$ cat config.mk
export PLATFORM = sky130hd
export DESIGN_NAME = nsb_ctrl
export DESIGN_NICKNAME = d
export VERILOG_FILES = /design/src/hdl/nsb_pkg.sv /design/src/hdl/nsb_ctrl.sv
export SDC_FILE = /design/constraint.sdc
export NUM_CORES = 1
export LEC_CHECK = 0
export BUFFER_PORTS_ARGS = -buffer_cell sky130_fd_sc_hd__buf_4
export CORE_MARGIN = 2
export CORE_UTILIZATION = 49
export DETAILED_ROUTE_END_ITERATION = 16
export PLACE_DENSITY = 0.77
export SETUP_SLACK_MARGIN = 0.05
export SYNTH_ARGS = -nofsm -noshare
export SYNTH_HDL_FRONTEND = slang
export SYNTH_SLANG_ARGS = --single-unit
$ cat constraint.sdc
create_clock -name pclk -period 5.15 [get_ports pclk]
set_input_delay 0.7725 -clock pclk [delete_from_list [all_inputs] [get_ports pclk]]
set_output_delay 0.7725 -clock pclk [all_outputs]
set_load 0.01 [all_outputs]
$ cat src/hdl/nsb_pkg.sv
// Package for the normal-space external bus controller: register map,
// field positions, reset values and the request carrier.
// Assumes a 32-bit APB register bus and an 8-bit external data bus.
package nsb_pkg;

    localparam logic [11:0] NSB_OFS_BUS_FUNC_EXT = 12'h000;
    localparam logic [11:0] NSB_OFS_SPACE_WAIT = 12'h004;
    localparam logic [11:0] NSB_OFS_STATUS = 12'h008;

    // bus_function_extension fields
    localparam int NSB_BFE_CPU_PRI_BIT = 9;
    localparam int NSB_BFE_ORDER_BIT = 8;
    localparam logic [15:0] NSB_BFE_WR_MASK = 16'h0300;
    localparam logic [15:0] NSB_BFE_RESET = 16'h0000;

    // space_wait_control fields
    localparam int NSB_SWC_RD_WAIT_LSB = 0;
    localparam int NSB_SWC_WR_WAIT_LSB = 4;
    localparam int NSB_SWC_WAIT_MASK_BIT = 8;
    localparam int NSB_SWC_SETUP_LSB = 9;
    localparam int NSB_SWC_HOLD_LSB = 11;
    localparam logic [12:0] NSB_SWC_RESET = 13'h0000;

    // Status fields
    localparam int NSB_ST_BUSY_BIT = 0;
    localparam int NSB_ST_TC_OWNER_BIT = 1;
    localparam int NSB_ST_STATE_LSB = 4;
    localparam int NSB_ST_PEND_LSB = 8;

    localparam logic [1:0] NSB_SIZE_BYTE = 2'h0;
    localparam logic [1:0] NSB_SIZE_WORD = 2'h1;
    localparam logic [1:0] NSB_SIZE_LONG = 2'h2;

    localparam logic [3:0] NSB_AGE_MAX = 4'hF;

    typedef struct packed {
        logic we;
        logic [1:0] size;
        logic [31:0] addr;
        logic [31:0] wdata;
    } nsb_req_t;

    typedef enum logic [2:0] {
        NSB_IDLE,
        NSB_NOP,
        NSB_SETUP,
        NSB_FIRST,
        NSB_WAIT,
        NSB_FINAL,
        NSB_HOLD
    } nsb_state_t;

endpackage : nsb_pkg

$ cat src/hdl/nsb_ctrl.sv
// Normal-space external bus controller: APB registers, CPU / transfer
// controller arbitration, activation request ordering, and byte-wide
// SRAM-style cycles with waits and chip-select extension.
// Assumes requesters hold req until ack and run on pclk.
//
// Local design decisions: the register addresses and the APB slave port.
`timescale 1ns/1ns
`default_nettype none

module nsb_ctrl
    import nsb_pkg::*;
#(
    parameter int NSRC = 4
) (
    input wire logic pclk,
    input wire logic presetn,
    input wire logic ce,
    input wire logic psel,
    input wire logic penable,
    input wire logic pwrite,
    input wire logic [11:0] paddr,
    input wire logic [31:0] pwdata,
    output logic [31:0] prdata,
    output logic pready,
    output logic pslverr,
    input wire logic cpu_req,
    input wire nsb_req_t cpu_cmd,
    input wire logic cpu_int_io,
    output logic cpu_ack,
    output logic [31:0] cpu_rdata,
    input wire logic tc_req,
    input wire nsb_req_t tc_cmd,
    output logic tc_ack,
    output logic [31:0] tc_rdata,
    input wire logic [NSRC-1:0] act_req,
    input wire logic tc_active,
    input wire logic tc_ready,
    output logic act_start,
    output logic [$clog2(NSRC)-1:0] act_src,
    output logic info_skip_disable,
    output logic [31:0] ext_addr,
    output logic chip_select_n,
    output logic read_strobe_n,
    output logic low_write_strobe_n,
    output logic high_write_strobe_n,
    output logic [7:0] data_out,
    output logic data_oe,
    input wire logic [7:0] data_in,
    input wire logic wait_n
);

    localparam int SW = $clog2(NSRC);

    function automatic logic [2:0] last_index(input logic [1:0] size);
        last_index = (size == NSB_SIZE_LONG) ? 3'h3 : (size == NSB_SIZE_WORD) ? 3'h1 : 3'h0;
    endfunction : last_index

    // Big-endian lane pick: byte 0 is the most significant of the datum
    function automatic logic [7:0] lane_of(input logic [31:0] d, input logic [1:0] size,
                                           input logic [1:0] idx);
        logic [1:0] sh;
        sh = 2'(last_index(size)) - idx;
        lane_of = d[{sh, 3'h0} +: 8];
    endfunction : lane_of

    // Registers
    logic [15:0] bus_function_extension;
    logic [12:0] space_wait_control;

    wire cpu_pri = bus_function_extension[NSB_BFE_CPU_PRI_BIT];
    wire order_fixed = bus_function_extension[NSB_BFE_ORDER_BIT];
    wire [3:0] rd_wait = space_wait_control[NSB_SWC_RD_WAIT_LSB +: 4];
    wire [3:0] wr_wait = space_wait_control[NSB_SWC_WR_WAIT_LSB +: 4];
    wire wait_mask = space_wait_control[NSB_SWC_WAIT_MASK_BIT];
    wire [1:0] setup_n = space_wait_control[NSB_SWC_SETUP_LSB +: 2];
    wire [1:0] hold_n = space_wait_control[NSB_SWC_HOLD_LSB +: 2];

    // Wait pin: three flops, level taken when the last two agree
    logic [2:0] wait_sync;
    logic wait_low;
    wire wait_agree = (wait_sync[1] == wait_sync[2]);

    always_ff @(posedge pclk or negedge presetn) begin
        if (!presetn) begin
            wait_sync <= 3'h7;
            wait_low <= 1'b0;
        end else if (ce) begin
            wait_sync <= {wait_sync[1:0], wait_n};
            if (wait_agree) begin
                wait_low <= ~wait_sync[2];
            end
        end
    end

    // Pin is only honoured with the mask clear
    wire ext_hold = !wait_mask && wait_low;

    // Access state
    nsb_state_t state;
    nsb_state_t next_state;
    nsb_req_t cur;
    logic cur_tc;
    logic [1:0] byte_idx;
    logic [3:0] wcnt;
    logic [1:0] ph_cnt;
    logic [31:0] shift_in;
    logic io_flag;

    wire idle = (state == NSB_IDLE);
    wire cpu_go = cpu_req && !cpu_ack && (!(tc_req && !tc_ack) || cpu_pri); // Standing ack: request is stale
    wire tc_go = tc_req && !tc_ack && !cpu_go;
    wire grant = idle && (cpu_go || tc_go);
    nsb_req_t grant_cmd;
    assign grant_cmd = cpu_go ? cpu_cmd : tc_cmd;
    wire need_io_nop = cpu_go && io_flag && !cpu_pri;
    wire last_byte = ({1'b0, byte_idx} == last_index(cur.size));
    wire [3:0] sw_wait = cur.we ? wr_wait : rd_wait;
    wire leave_wait = (wcnt <= 4'h1) && !ext_hold;
    nsb_state_t start_state;
    assign start_state = (setup_n != 2'h0) ? NSB_SETUP : NSB_FIRST;
    wire byte_end = (state == NSB_FINAL && hold_n == 2'h0) || (state == NSB_HOLD && ph_cnt == 2'h0);
    wire access_done = byte_end && last_byte;
    wire byte_next = byte_end && !last_byte;

    always_comb begin
        next_state = state;
        unique case (state)
            NSB_IDLE: begin
                if (grant) begin
                    next_state = need_io_nop ? NSB_NOP : start_state;
                end
            end
            NSB_NOP: next_state = start_state;
            NSB_SETUP: begin
                if (ph_cnt == 2'h0) begin
                    next_state = NSB_FIRST;
                end
            end
            // First then final with no waits; wait state decided in first, ahead of final
            NSB_FIRST: next_state = (sw_wait != 4'h0 || ext_hold) ? NSB_WAIT : NSB_FINAL;
            NSB_WAIT: next_state = leave_wait ? NSB_FINAL : NSB_WAIT;
            NSB_FINAL: next_state = (hold_n != 2'h0) ? NSB_HOLD : NSB_IDLE;
            NSB_HOLD: next_state = (ph_cnt == 2'h0) ? NSB_IDLE : NSB_HOLD;
        endcase
        if (byte_next) begin
            next_state = wait_mask ? start_state : NSB_NOP;
        end
    end

    always_ff @(posedge pclk or negedge presetn) begin
        if (!presetn) begin
            state <= NSB_IDLE;
            cur <= '0;
            cur_tc <= 1'b0;
            byte_idx <= 2'h0;
            wcnt <= 4'h0;
            ph_cnt <= 2'h0;
            shift_in <= 32'h0;
        end else if (ce) begin
            state <= next_state;
            if (grant) begin
                cur <= grant_cmd;
                cur_tc <= !cpu_go;
                byte_idx <= 2'h0;
                shift_in <= 32'h0;
            end else if (byte_next) begin
                byte_idx <= byte_idx + 2'h1;
            end
            if (next_state == NSB_SETUP && state != NSB_SETUP) begin
                ph_cnt <= setup_n - 2'h1;
            end else if (next_state == NSB_HOLD && state != NSB_HOLD) begin
                ph_cnt <= hold_n - 2'h1;
            end else if (ph_cnt != 2'h0) begin
                ph_cnt <= ph_cnt - 2'h1;
            end
            if (state == NSB_FIRST) begin
                wcnt <= sw_wait;
            end else if (state == NSB_WAIT && wcnt != 4'h0) begin
                wcnt <= wcnt - 4'h1;
            end
            if (state == NSB_FINAL && !cur.we) begin
                shift_in <= {shift_in[23:0], data_in};
            end
        end
    end

    // Internal I/O marker: a fresh I/O access wins over the clear
    always_ff @(posedge pclk or negedge presetn) begin
        if (!presetn) begin
            io_flag <= 1'b0;
        end else if (ce) begin
            if (cpu_int_io) begin
                io_flag <= 1'b1;
            end else if (grant && cpu_go) begin
                io_flag <= 1'b0;
            end
        end
    end

    // External pins from flops, except the high write strobe, which is tied high
    wire in_cycle = !(next_state == NSB_IDLE || next_state == NSB_NOP);
    wire strobe_on = (next_state == NSB_FIRST || next_state == NSB_WAIT || next_state == NSB_FINAL);
    wire [1:0] next_idx = grant ? 2'h0 : byte_next ? byte_idx + 2'h1 : byte_idx;
    nsb_req_t next_cmd;
    assign next_cmd = grant ? grant_cmd : cur;

    always_ff @(posedge pclk or negedge presetn) begin
        if (!presetn) begin
            chip_select_n <= 1'b1;
            read_strobe_n <= 1'b1;
            low_write_strobe_n <= 1'b1;
            data_oe <= 1'b0;
            data_out <= 8'h00;
            ext_addr <= 32'h0;
        end else if (ce) begin
            chip_select_n <= !in_cycle;
            read_strobe_n <= !(strobe_on && !next_cmd.we);
            low_write_strobe_n <= !(strobe_on && next_cmd.we);
            data_oe <= in_cycle && next_cmd.we;
            if (in_cycle) begin
                ext_addr <= next_cmd.addr + {30'h0, next_idx};
                data_out <= lane_of(next_cmd.wdata, next_cmd.size, next_idx);
            end
        end
    end

    assign high_write_strobe_n = 1'b1;

    // Requester answers
    wire [31:0] final_rdata = cur.we ? 32'h0 :
                              (state == NSB_FINAL) ? {shift_in[23:0], data_in} : shift_in;

    always_ff @(posedge pclk or negedge presetn) begin
        if (!presetn) begin
            cpu_ack <= 1'b0;
            tc_ack <= 1'b0;
            cpu_rdata <= 32'h0;
            tc_rdata <= 32'h0;
        end else if (ce) begin
            cpu_ack <= access_done && !cur_tc;
            tc_ack <= access_done && cur_tc;
            if (access_done && !cur_tc) begin
                cpu_rdata <= final_rdata;
            end
            if (access_done && cur_tc) begin
                tc_rdata <= final_rdata;
            end
        end
    end

    // Activation request ordering
    logic [NSRC-1:0] pending;
    logic [3:0] age [NSRC];
    logic [SW-1:0] pick_fixed;
    logic [SW-1:0] pick_old;

    always_comb begin
        pick_fixed = '0;
        pick_old = '0;
        for (int i = NSRC - 1; i >= 0; i--) begin
            if (pending[i]) begin
                pick_fixed = SW'(i);
            end
        end
        for (int i = 0; i < NSRC; i++) begin
            if (pending[i] && (!pending[pick_old] || age[i] > age[pick_old])) begin
                pick_old = SW'(i);
            end
        end
    end

    wire use_fixed = order_fixed || tc_active;
    wire [SW-1:0] pick = use_fixed ? pick_fixed : pick_old;
    wire launch = tc_ready && (pending != '0);

    always_ff @(posedge pclk or negedge presetn) begin
        if (!presetn) begin
            pending <= '0;
            act_start <= 1'b0;
            act_src <= '0;
            for (int i = 0; i < NSRC; i++) begin
                age[i] <= 4'h0;
            end
        end else if (ce) begin
            act_start <= launch;
            if (launch) begin
                act_src <= pick;
            end
            for (int i = 0; i < NSRC; i++) begin
                // A new request on the served source is kept
                if (act_req[i]) begin
                    pending[i] <= 1'b1;
                end else if (launch && pick == SW'(i)) begin
                    pending[i] <= 1'b0;
                end
                // Saturating age; ties after saturation fall to the lower index
                if (!pending[i] || (launch && pick == SW'(i))) begin
                    age[i] <= 4'h0;
                end else if (age[i] != NSB_AGE_MAX) begin
                    age[i] <= age[i] + 4'h1;
                end
            end
        end
    end

    assign info_skip_disable = order_fixed;

    // APB slave, zero wait states
    wire apb_wr = psel && penable && pwrite;
    wire hit_bfe = (paddr == NSB_OFS_BUS_FUNC_EXT);
    wire hit_swc = (paddr == NSB_OFS_SPACE_WAIT);
    wire hit_st = (paddr == NSB_OFS_STATUS);
    wire mapped = hit_bfe || hit_swc || hit_st;

    logic [31:0] status_word;
    always_comb begin
        status_word = 32'h0;
        status_word[NSB_ST_BUSY_BIT] = !idle;
        status_word[NSB_ST_TC_OWNER_BIT] = cur_tc;
        status_word[NSB_ST_STATE_LSB +: 3] = state;
        status_word[NSB_ST_PEND_LSB +: NSRC] = pending;
    end

    always_ff @(posedge pclk or negedge presetn) begin
        if (!presetn) begin
            bus_function_extension <= NSB_BFE_RESET;
            space_wait_control <= NSB_SWC_RESET;
        end else if (ce && apb_wr) begin
            if (hit_bfe) begin
                bus_function_extension <= pwdata[15:0] & NSB_BFE_WR_MASK;
            end
            if (hit_swc) begin
                space_wait_control <= pwdata[12:0];
            end
        end
    end

    assign pready = 1'b1;
    assign pslverr = psel && penable && !mapped;
    assign prdata = !(psel && penable) ? 32'h0 :
                    hit_bfe ? {16'h0, bus_function_extension} :
                    hit_swc ? {19'h0, space_wait_control} :
                    hit_st ? status_word : 32'h0;

endmodule : nsb_ctrl

`default_nettype wire

==> reports/metrics.cfg, run 1 <==
[outcome]
result_of_the_run=finished clean

[clocking]
cts_root_buffer=clkbuf_16
hold_buffers=0
tritoncts.num_buffers=28
max-clock-path-buffers=3
cts_tree=yes
tritoncts_num_sinks=264
clk-insertion-delay-late_ns=0.54
clk_pin_slew_worst_paths_ns=0.06
h-tree-depth=1

[yosys]
yosys-top-cells-area=dfrtp_1, mux2_2, nand2_1
ys_async_sr_fraction_pct=100
synth_sequential_area_ratio_pct=46.3
mappedNetlistArea_mm2=0.0143
netlist_instances=1499
netlist-cell-type-count=74
postSynthRegisterBits=264
yosys.area.top_type=dfrtp_1
synth_largest_type_area_fraction_pct=45.2
synthesis.yosys.warnings=0
synth_area_per_cell_um2=9.52
synth_flop_type=dfrtp_1
count_of_flip_flops_with_a_built_in_enable_after_synthesis=0

[sta]
min_period_over_period_pct=95.0
finalMaxSlewViolations=0
setup_ws_ns=0.259
final-hold-violation-count=0
final.setup_skew_ns=0.0104
finalSetupViolations=0
fmax_mhz=204
worst_pin_slew_ns=1.18
slew_headroom_pct=21.1
period_minus_slack_ns=4.89

[setup_path]
worstPathMaxFanout=6
critical_path_required_ns=5.57
cp-start-kind=flip-flop
path_type_of_the_worst_setup_path=reg -> reg
cp.arrival_ns=5.31
crit_path_end_kind=flip-flop

[run]
cap_viol_max_count=0

[grt]
gr-total-overflow=0
initial_antenna_violation_count=1
grt_pass1_vias=11900
grt_start_max_net_pins=112
globalRouteTotalUtil_pct=24.9
global_route_wire_length_before_repair_mm=61.9

[placed_design]
place.detailed.hpwl_mm=27.4
dp_slack_ns=-0.214
place.port_buffers=310
gpl.final_weighted_congestion=0.817

[floorplan]
core-area_mm2=0.0287
die_h_um=175
io_pins=351
die_area_mm2=0.0305
fp-row-count=62
effective_utilization_at_floorplan_pct=49.7
die_width_um=175

[hold_path]
min_path_type=in -> async

[drt]
postRouteWirelength_mm=39.1
drc=0
detailed_route_iter0_violations=1086
via_count=12200
wl_per_cell_um=17.8
detail_route.vias_per_cell=5.55
drt_first_pass_iters=6
antenna_viol_nets_final=0

[pwr]
power.ir.vdd_worst_v=0.000398
cellLeakagePower_uw=0.00875
total_power_uw=11500
power.density_mw_per_mm2=633

[finish]
n_fill_cell=2333
nets=2018
layout_commonest_cell=buf_4
final_core_util_pct=63.1
final_layout_size_suffix_gt1_share_pct=31.9
area_growth_pct=27.0
final_cell_mix=buf_4, dfrtp_1, nand2_1

synthesized netlist by cell type (3+ instances only):
| cell | n |
|---|---|
| nand4_1 | 6 |
| nand2_1 | 234 |
| a41o_1 | 4 |
| and3_1 | 6 |
| nor2_1 | 206 |
| xor2_1 | 12 |
| buf_2 | 12 |
| o31ai_1 | 4 |
| nor4_1 | 7 |
| or4_1 | 3 |
| nor4b_1 | 3 |
| buf_1 | 8 |
| inv_1 | 26 |
| clkbuf_1 | 63 |
| nor3_1 | 15 |
| o21ai_1 | 12 |
| o21a_1 | 12 |
| a211oi_1 | 4 |
| nor4_2 | 4 |
| dfrtp_1 | 258 |
| ha_1 | 24 |
| xnor2_1 | 26 |
| buf_6 | 3 |
| nand3_1 | 42 |
| mux2i_1 | 48 |
| nor2b_1 | 16 |
| mux4_2 | 16 |
| mux2_2 | 123 |
| a311oi_1 | 3 |
| and2_1 | 4 |
| nand2b_1 | 8 |
| a22oi_1 | 8 |
| dfstp_2 | 6 |
| o21ai_0 | 75 |
| a22o_1 | 12 |
| buf_4 | 22 |
| a31oi_1 | 6 |
| a21oi_1 | 112 |
state kept, by name, summed over array words and instances, names as in the netlist, 3 cells and up:
| signal | flops |
|---|---|
| tc_rdata | 32 |
| cpu_rdata | 32 |
| age | 16 |
| state | 3 |
| pending | 4 |
| data_out | 8 |
| wait_sync | 3 |
| shift_in | 32 |
| space_wait_control | 13 |
| cur | 67 |
| wcnt | 4 |
| ext_addr | 32 |
area by class of cell:
class | instances | area, µm² | area share (%)
Antenna cell | 1 | 2.50 | 0.0138
Clock buffer | 41 | 861 | 4.75
Clock inverter | 11 | 183 | 1.01
Inverter | 28 | 105 | 0.580
Multi-Input combinational cell | 1118 | 7210 | 39.8
Sequential cell | 264 | 6610 | 36.5
Tap cell | 384 | 480 | 2.65
Timing Repair Buffer | 351 | 2670 | 14.7
metrics by stage:
stage                     setup TNS (ns)  hold WS (ns)  std cells  instance area, µm²
after global routing              -0.148         0.348       2198               18100
final                                  0         0.286       2198               18100
after floorplan                        0         0.439       1518               14300
after detailed placement          -0.975         0.455       2133               16900
after CTS                              0         0.309       2186               18000
after global placement           -0.0119         0.450       2133               16900
final timing paths:
| check | startpoint | endpoint | slack (ns) | depth (start not counted) |
|---|---|---|---|---|
| hold reg to reg | shift_in[27]$_DFFE_PN0P_ | shift_in[27]$_DFFE_PN0P_ | 0.46 | 2 |
| min in group pclk | cpu_int_io | io_flag$_DFFE_PN0P_ | 0.44 | 3 |
| setup / recovery | age[13]$_DFFE_PN0P_ | age[8]$_DFFE_PN0P_ | 0.26 | 25 |
| setup reg to reg | age[13]$_DFFE_PN0P_ | age[8]$_DFFE_PN0P_ | 0.26 | 25 |
| max in group asynchronous | presetn | ext_addr[3]$_DFFE_PN0P_ | 3.59 | 2 |
| hold / removal | presetn | cur[53]$_DFFE_PN0P_ | 0.29 | 1 |
where the power goes:
part	leakage [µW]	total, µW	switching [µW]	internal [µW]
Combinational	0.00491	5740	2980	2760
Sequential	0.00333	3490	609	2880
Clock	0.000516	2240	838	1400
Total	0.00875	11500	4420	7040
cell families (layout without fill, tap and decap cells):
| logic type | after synthesis | after routing | synth area share (%) |
|---|---|---|---|
| and+or+nand+nor | 567 | 567 | 17.3 |
| AOI/OAI and AO/OA | 280 | 280 | 11.7 |
| DFF | 264 | 264 | 46.3 |
| muxes | 187 | 187 | 15.6 |
| buffers and inverters | 136 | 431 | 4.42 |
| xor gates and xnor gates | 38 | 38 | 2.33 |
| adders and majority gates | 25 | 25 | 2.24 |
| other | 2 | 22 | 0.0526 |
metal layers:
metal  global-route usage [%]  vias up  routed length (µm)
li1                         -     5728                   -
met1                     31.4     5983               15900
met2                     43.0      417               19400
met3                     5.33       71                2630
met4                     7.53        0                1100
met5                        0        -                   0
repair_timing:
| item | in CTS | in global routing |
|---|---|---|
| pin swaps | 1 | 12 |
| endpoints found under the setup margin | 14 | 20 |
| resized for setup | 2 | 18 |
| buffers inserted | 1 | 11 |
worst max-delay path, cell delays in order (launching register included):
cell,delay [ns]
dfrtp_1,0.41
inv_2,0.09
ha_4,0.19
nor2b_1,0.12
o21a_1,0.17
o21ai_2,0.18
a31oi_4,0.15
nor2_1,0.19
a21oi_2,0.07
ha_1,0.32
nor2b_1,0.15
o21ai_1,0.17
a21oi_2,0.09
o21ai_2,0.25
mux2_4,0.33
ha_1,0.27
nand4_1,0.08
o21ai_0,0.08
a21oi_1,0.19
o21ai_1,0.09
a21boi_2,0.17
a21bo_2,0.23
o31ai_2,0.24
buf_4,0.17
o21ai_1,0.08
mux2_2,0.28
Note: power is estimated with default switching activity, not from simulation.
==> run 2: changes to the inputs <==
--- a/config.mk
+++ b/config.mk
@@ -9,7 +9,7 @@
 export CORE_MARGIN = 2
 export CORE_UTILIZATION = 49
 export DETAILED_ROUTE_END_ITERATION = 16
-export PLACE_DENSITY = 0.77
+export PLACE_DENSITY = 0.75
 export SETUP_SLACK_MARGIN = 0.05
 export SYNTH_ARGS = -nofsm -noshare
 export SYNTH_HDL_FRONTEND = slang
==> run 2 against run 1 <==
Sequential power is essentially flat. Count of clock-buffer cells in the layout grew 1. Non-clock buffer count shrank 7. Sequential share of layout area grew 0.32 points. Fmax grew 0.22%. Die area is the same. Critical path depth is the same. Via count shrank 1.5%. Critical path type unchanged.
==> reports/metrics.cfg, run 2 (synthesis results as in run 1) <==
[floorplan]
core-area_mm2=0.0287  ; unchanged
die_width_um=175  ; unchanged
die_area_mm2=0.0305  ; unchanged
fp-row-count=62  ; unchanged
die_h_um=175  ; unchanged
effective_utilization_at_floorplan_pct=49.7  ; unchanged
io_pins=351  ; unchanged

[run]
cap_viol_max_count=0  ; unchanged

[clocking]
clk-insertion-delay-late_ns=0.54  ; about the same
h-tree-depth=1  ; unchanged
clk_pin_slew_worst_paths_ns=0.06  ; about the same
cts_root_buffer=clkbuf_16
hold_buffers=0  ; unchanged
tritoncts.num_buffers=29  ; +3.6%
max-clock-path-buffers=3  ; unchanged
tritoncts_num_sinks=264  ; unchanged
cts_tree=yes

[sta]
slew_headroom_pct=21.0  ; -0.13 points
final-hold-violation-count=0  ; unchanged
finalMaxSlewViolations=0  ; unchanged
min_period_over_period_pct=94.8  ; -0.21 points
period_minus_slack_ns=4.88  ; -0.0107 ns
rsz0062_at_grt=no
final.setup_skew_ns=0.00934  ; -0.00108 ns
worst_pin_slew_ns=1.18  ; +0.00198 ns
worst_hold_slack_ns=0.347  ; +0.0615 ns
finalSetupViolations=0  ; unchanged
fmax_mhz=205  ; +0.22%

[drt]
antenna_viol_nets_final=0  ; unchanged
drc=0  ; unchanged
drt_first_pass_iters=6  ; unchanged
wl_per_cell_um=17.6  ; -1.2%
detailed_route_iter0_violations=847  ; -22%
via_count=12000  ; -1.5%
postRouteWirelength_mm=38.5  ; -1.5%
detail_route.vias_per_cell=5.48  ; -1.2%

[pwr]
power.ir.vdd_worst_v=0.000355  ; -11%
cellLeakagePower_uw=0.00867  ; -0.98%
power.density_mw_per_mm2=619  ; -2.2%

[finish]
stdcell_area_mm2=0.0180  ; -0.86%
final_cell_count_no_fill=2190  ; -0.36%
final_cell_mix=buf_4, dfrtp_1, nand2_1
final_layout_size_suffix_gt1_share_pct=31.7  ; -0.28 points
area_growth_pct=25.9
largest_register=cur
largest_register_ffs=67  ; unchanged
layout_commonest_cell=buf_4
nets=2012  ; -0.30%

[setup_path]
crit_path_end_kind=flip-flop
path_type_of_the_worst_setup_path=reg -> reg
critical_path_required_ns=5.57  ; about the same
timing.critical_path.max_delay_family=compound AO/OA/AOI/OAI gates
timing.critical_path.slowest_cell_delay_ns=0.38  ; -0.03 ns
worst-path-buf-inv=2  ; unchanged
r2r_slack_ns=0.27  ; about the same
slowest_stage=dfrtp_1
worstPathMaxFanout=8  ; +2
cp.arrival_ns=5.30  ; about the same
cp-start-kind=flip-flop
critical_path_s_most_frequent_cell=o21ai_1

[grt]
grt_use_met1_pct=32.0  ; +0.59 points
grt_start_max_net_pins=135  ; +21%
globalRouteTotalUtil_pct=24.6  ; -0.32 points
global_route.peak_usage_layer=met2
gr-total-overflow=0  ; unchanged
globalRouteMet3Util_pct=5.46  ; +0.13 points
initial_antenna_violation_count=2  ; +1
global_route_wire_length_before_repair_mm=61.6  ; -0.50%
grt_pass1_vias=11800  ; -1.1%
grtUsageMet2_pct=40.3  ; -2.7 points

[placed_design]
placedCellCount=2129  ; -0.19%
place.detailed.hpwl_mm=27.0  ; -1.6%
gpl.final_weighted_congestion=0.821  ; +0.54%
placement.cell_area_mm2=0.0169  ; -0.18%
place.port_buffers=310  ; unchanged

[outcome]
result_of_the_run=finished clean

[hold_path]
min_path_type=in -> async

-- run 2: changes by cell type in the layout (fill, tap and decap cells not counted), sizes merged --
cell    previous run  this run
diode              1         2
clkbuf            41        42
buf              351       344
bufinv             5         2
-- run 2: worst paths after layout --
check,start,to,cells after the start
worst max-delay path,age[13]$_DFFE_PN0P_,age[12]$_DFFE_PN0P_,25
worst min-delay path,presetn,ext_addr[20]$_DFFE_PN0P_,1
worst max register to register,age[13]$_DFFE_PN0P_,age[12]$_DFFE_PN0P_,25
worst min register to register,shift_in[26]$_DFFE_PN0P_,shift_in[26]$_DFFE_PN0P_,2
max in group asynchronous,presetn,cpu_rdata[19]$_DFFE_PN0P_,2
min in group pclk,cpu_int_io,io_flag$_DFFE_PN0P_,3
-- run 2: repair_timing --
action	in CTS	in global routing
pin swaps	0	13
endpoints found under the hold margin	0	0
resized for setup	1	26
buffers inserted	0	9
endpoints found under the setup margin	5	20
-- run 2: cell type report --
type | instances | area (µm²)
Clock inverter | 8 | 96.3
Clock buffer | 42 | 835
Antenna cell | 2 | 5.00
Tap cell | 384 | 480
Multi-Input combinational cell | 1118 | 7210
Inverter | 28 | 105
Sequential cell | 264 | 6620
Fill cell | 2383 | 10700
Timing Repair Buffer | 344 | 2620
-- run 2: where the power goes --
group / switching [µW] / internal, µW
Sequential: 616 / 2880
Clock: 826 / 1210
Combinational: 2920 / 2660
-- run 2: through the flow --
step | power [µW] | setup TNS, ns | setup WS, ns | utilization [%]
after floorplan | 7040 | 0 | 0.204 | -
after global placement | 8570 | 0 | 0.135 | 58.9
after detailed placement | 8760 | -0.0186 | -0.0186 | 58.9
after CTS | 10900 | 0 | 0.0751 | 62.1
after global routing | 12000 | 0 | 0.0109 | 62.6
final | 11100 | 0 | 0.270 | 62.6
-- run 2: per-layer routing --
metal | vias to the layer above | share of wire, %
met1 | 5778 | 41
met3 | 83 | 7.6
met2 | 433 | 48
met4 | 0 | 3.8
met5 | - | 0
li1 | 5718 | -
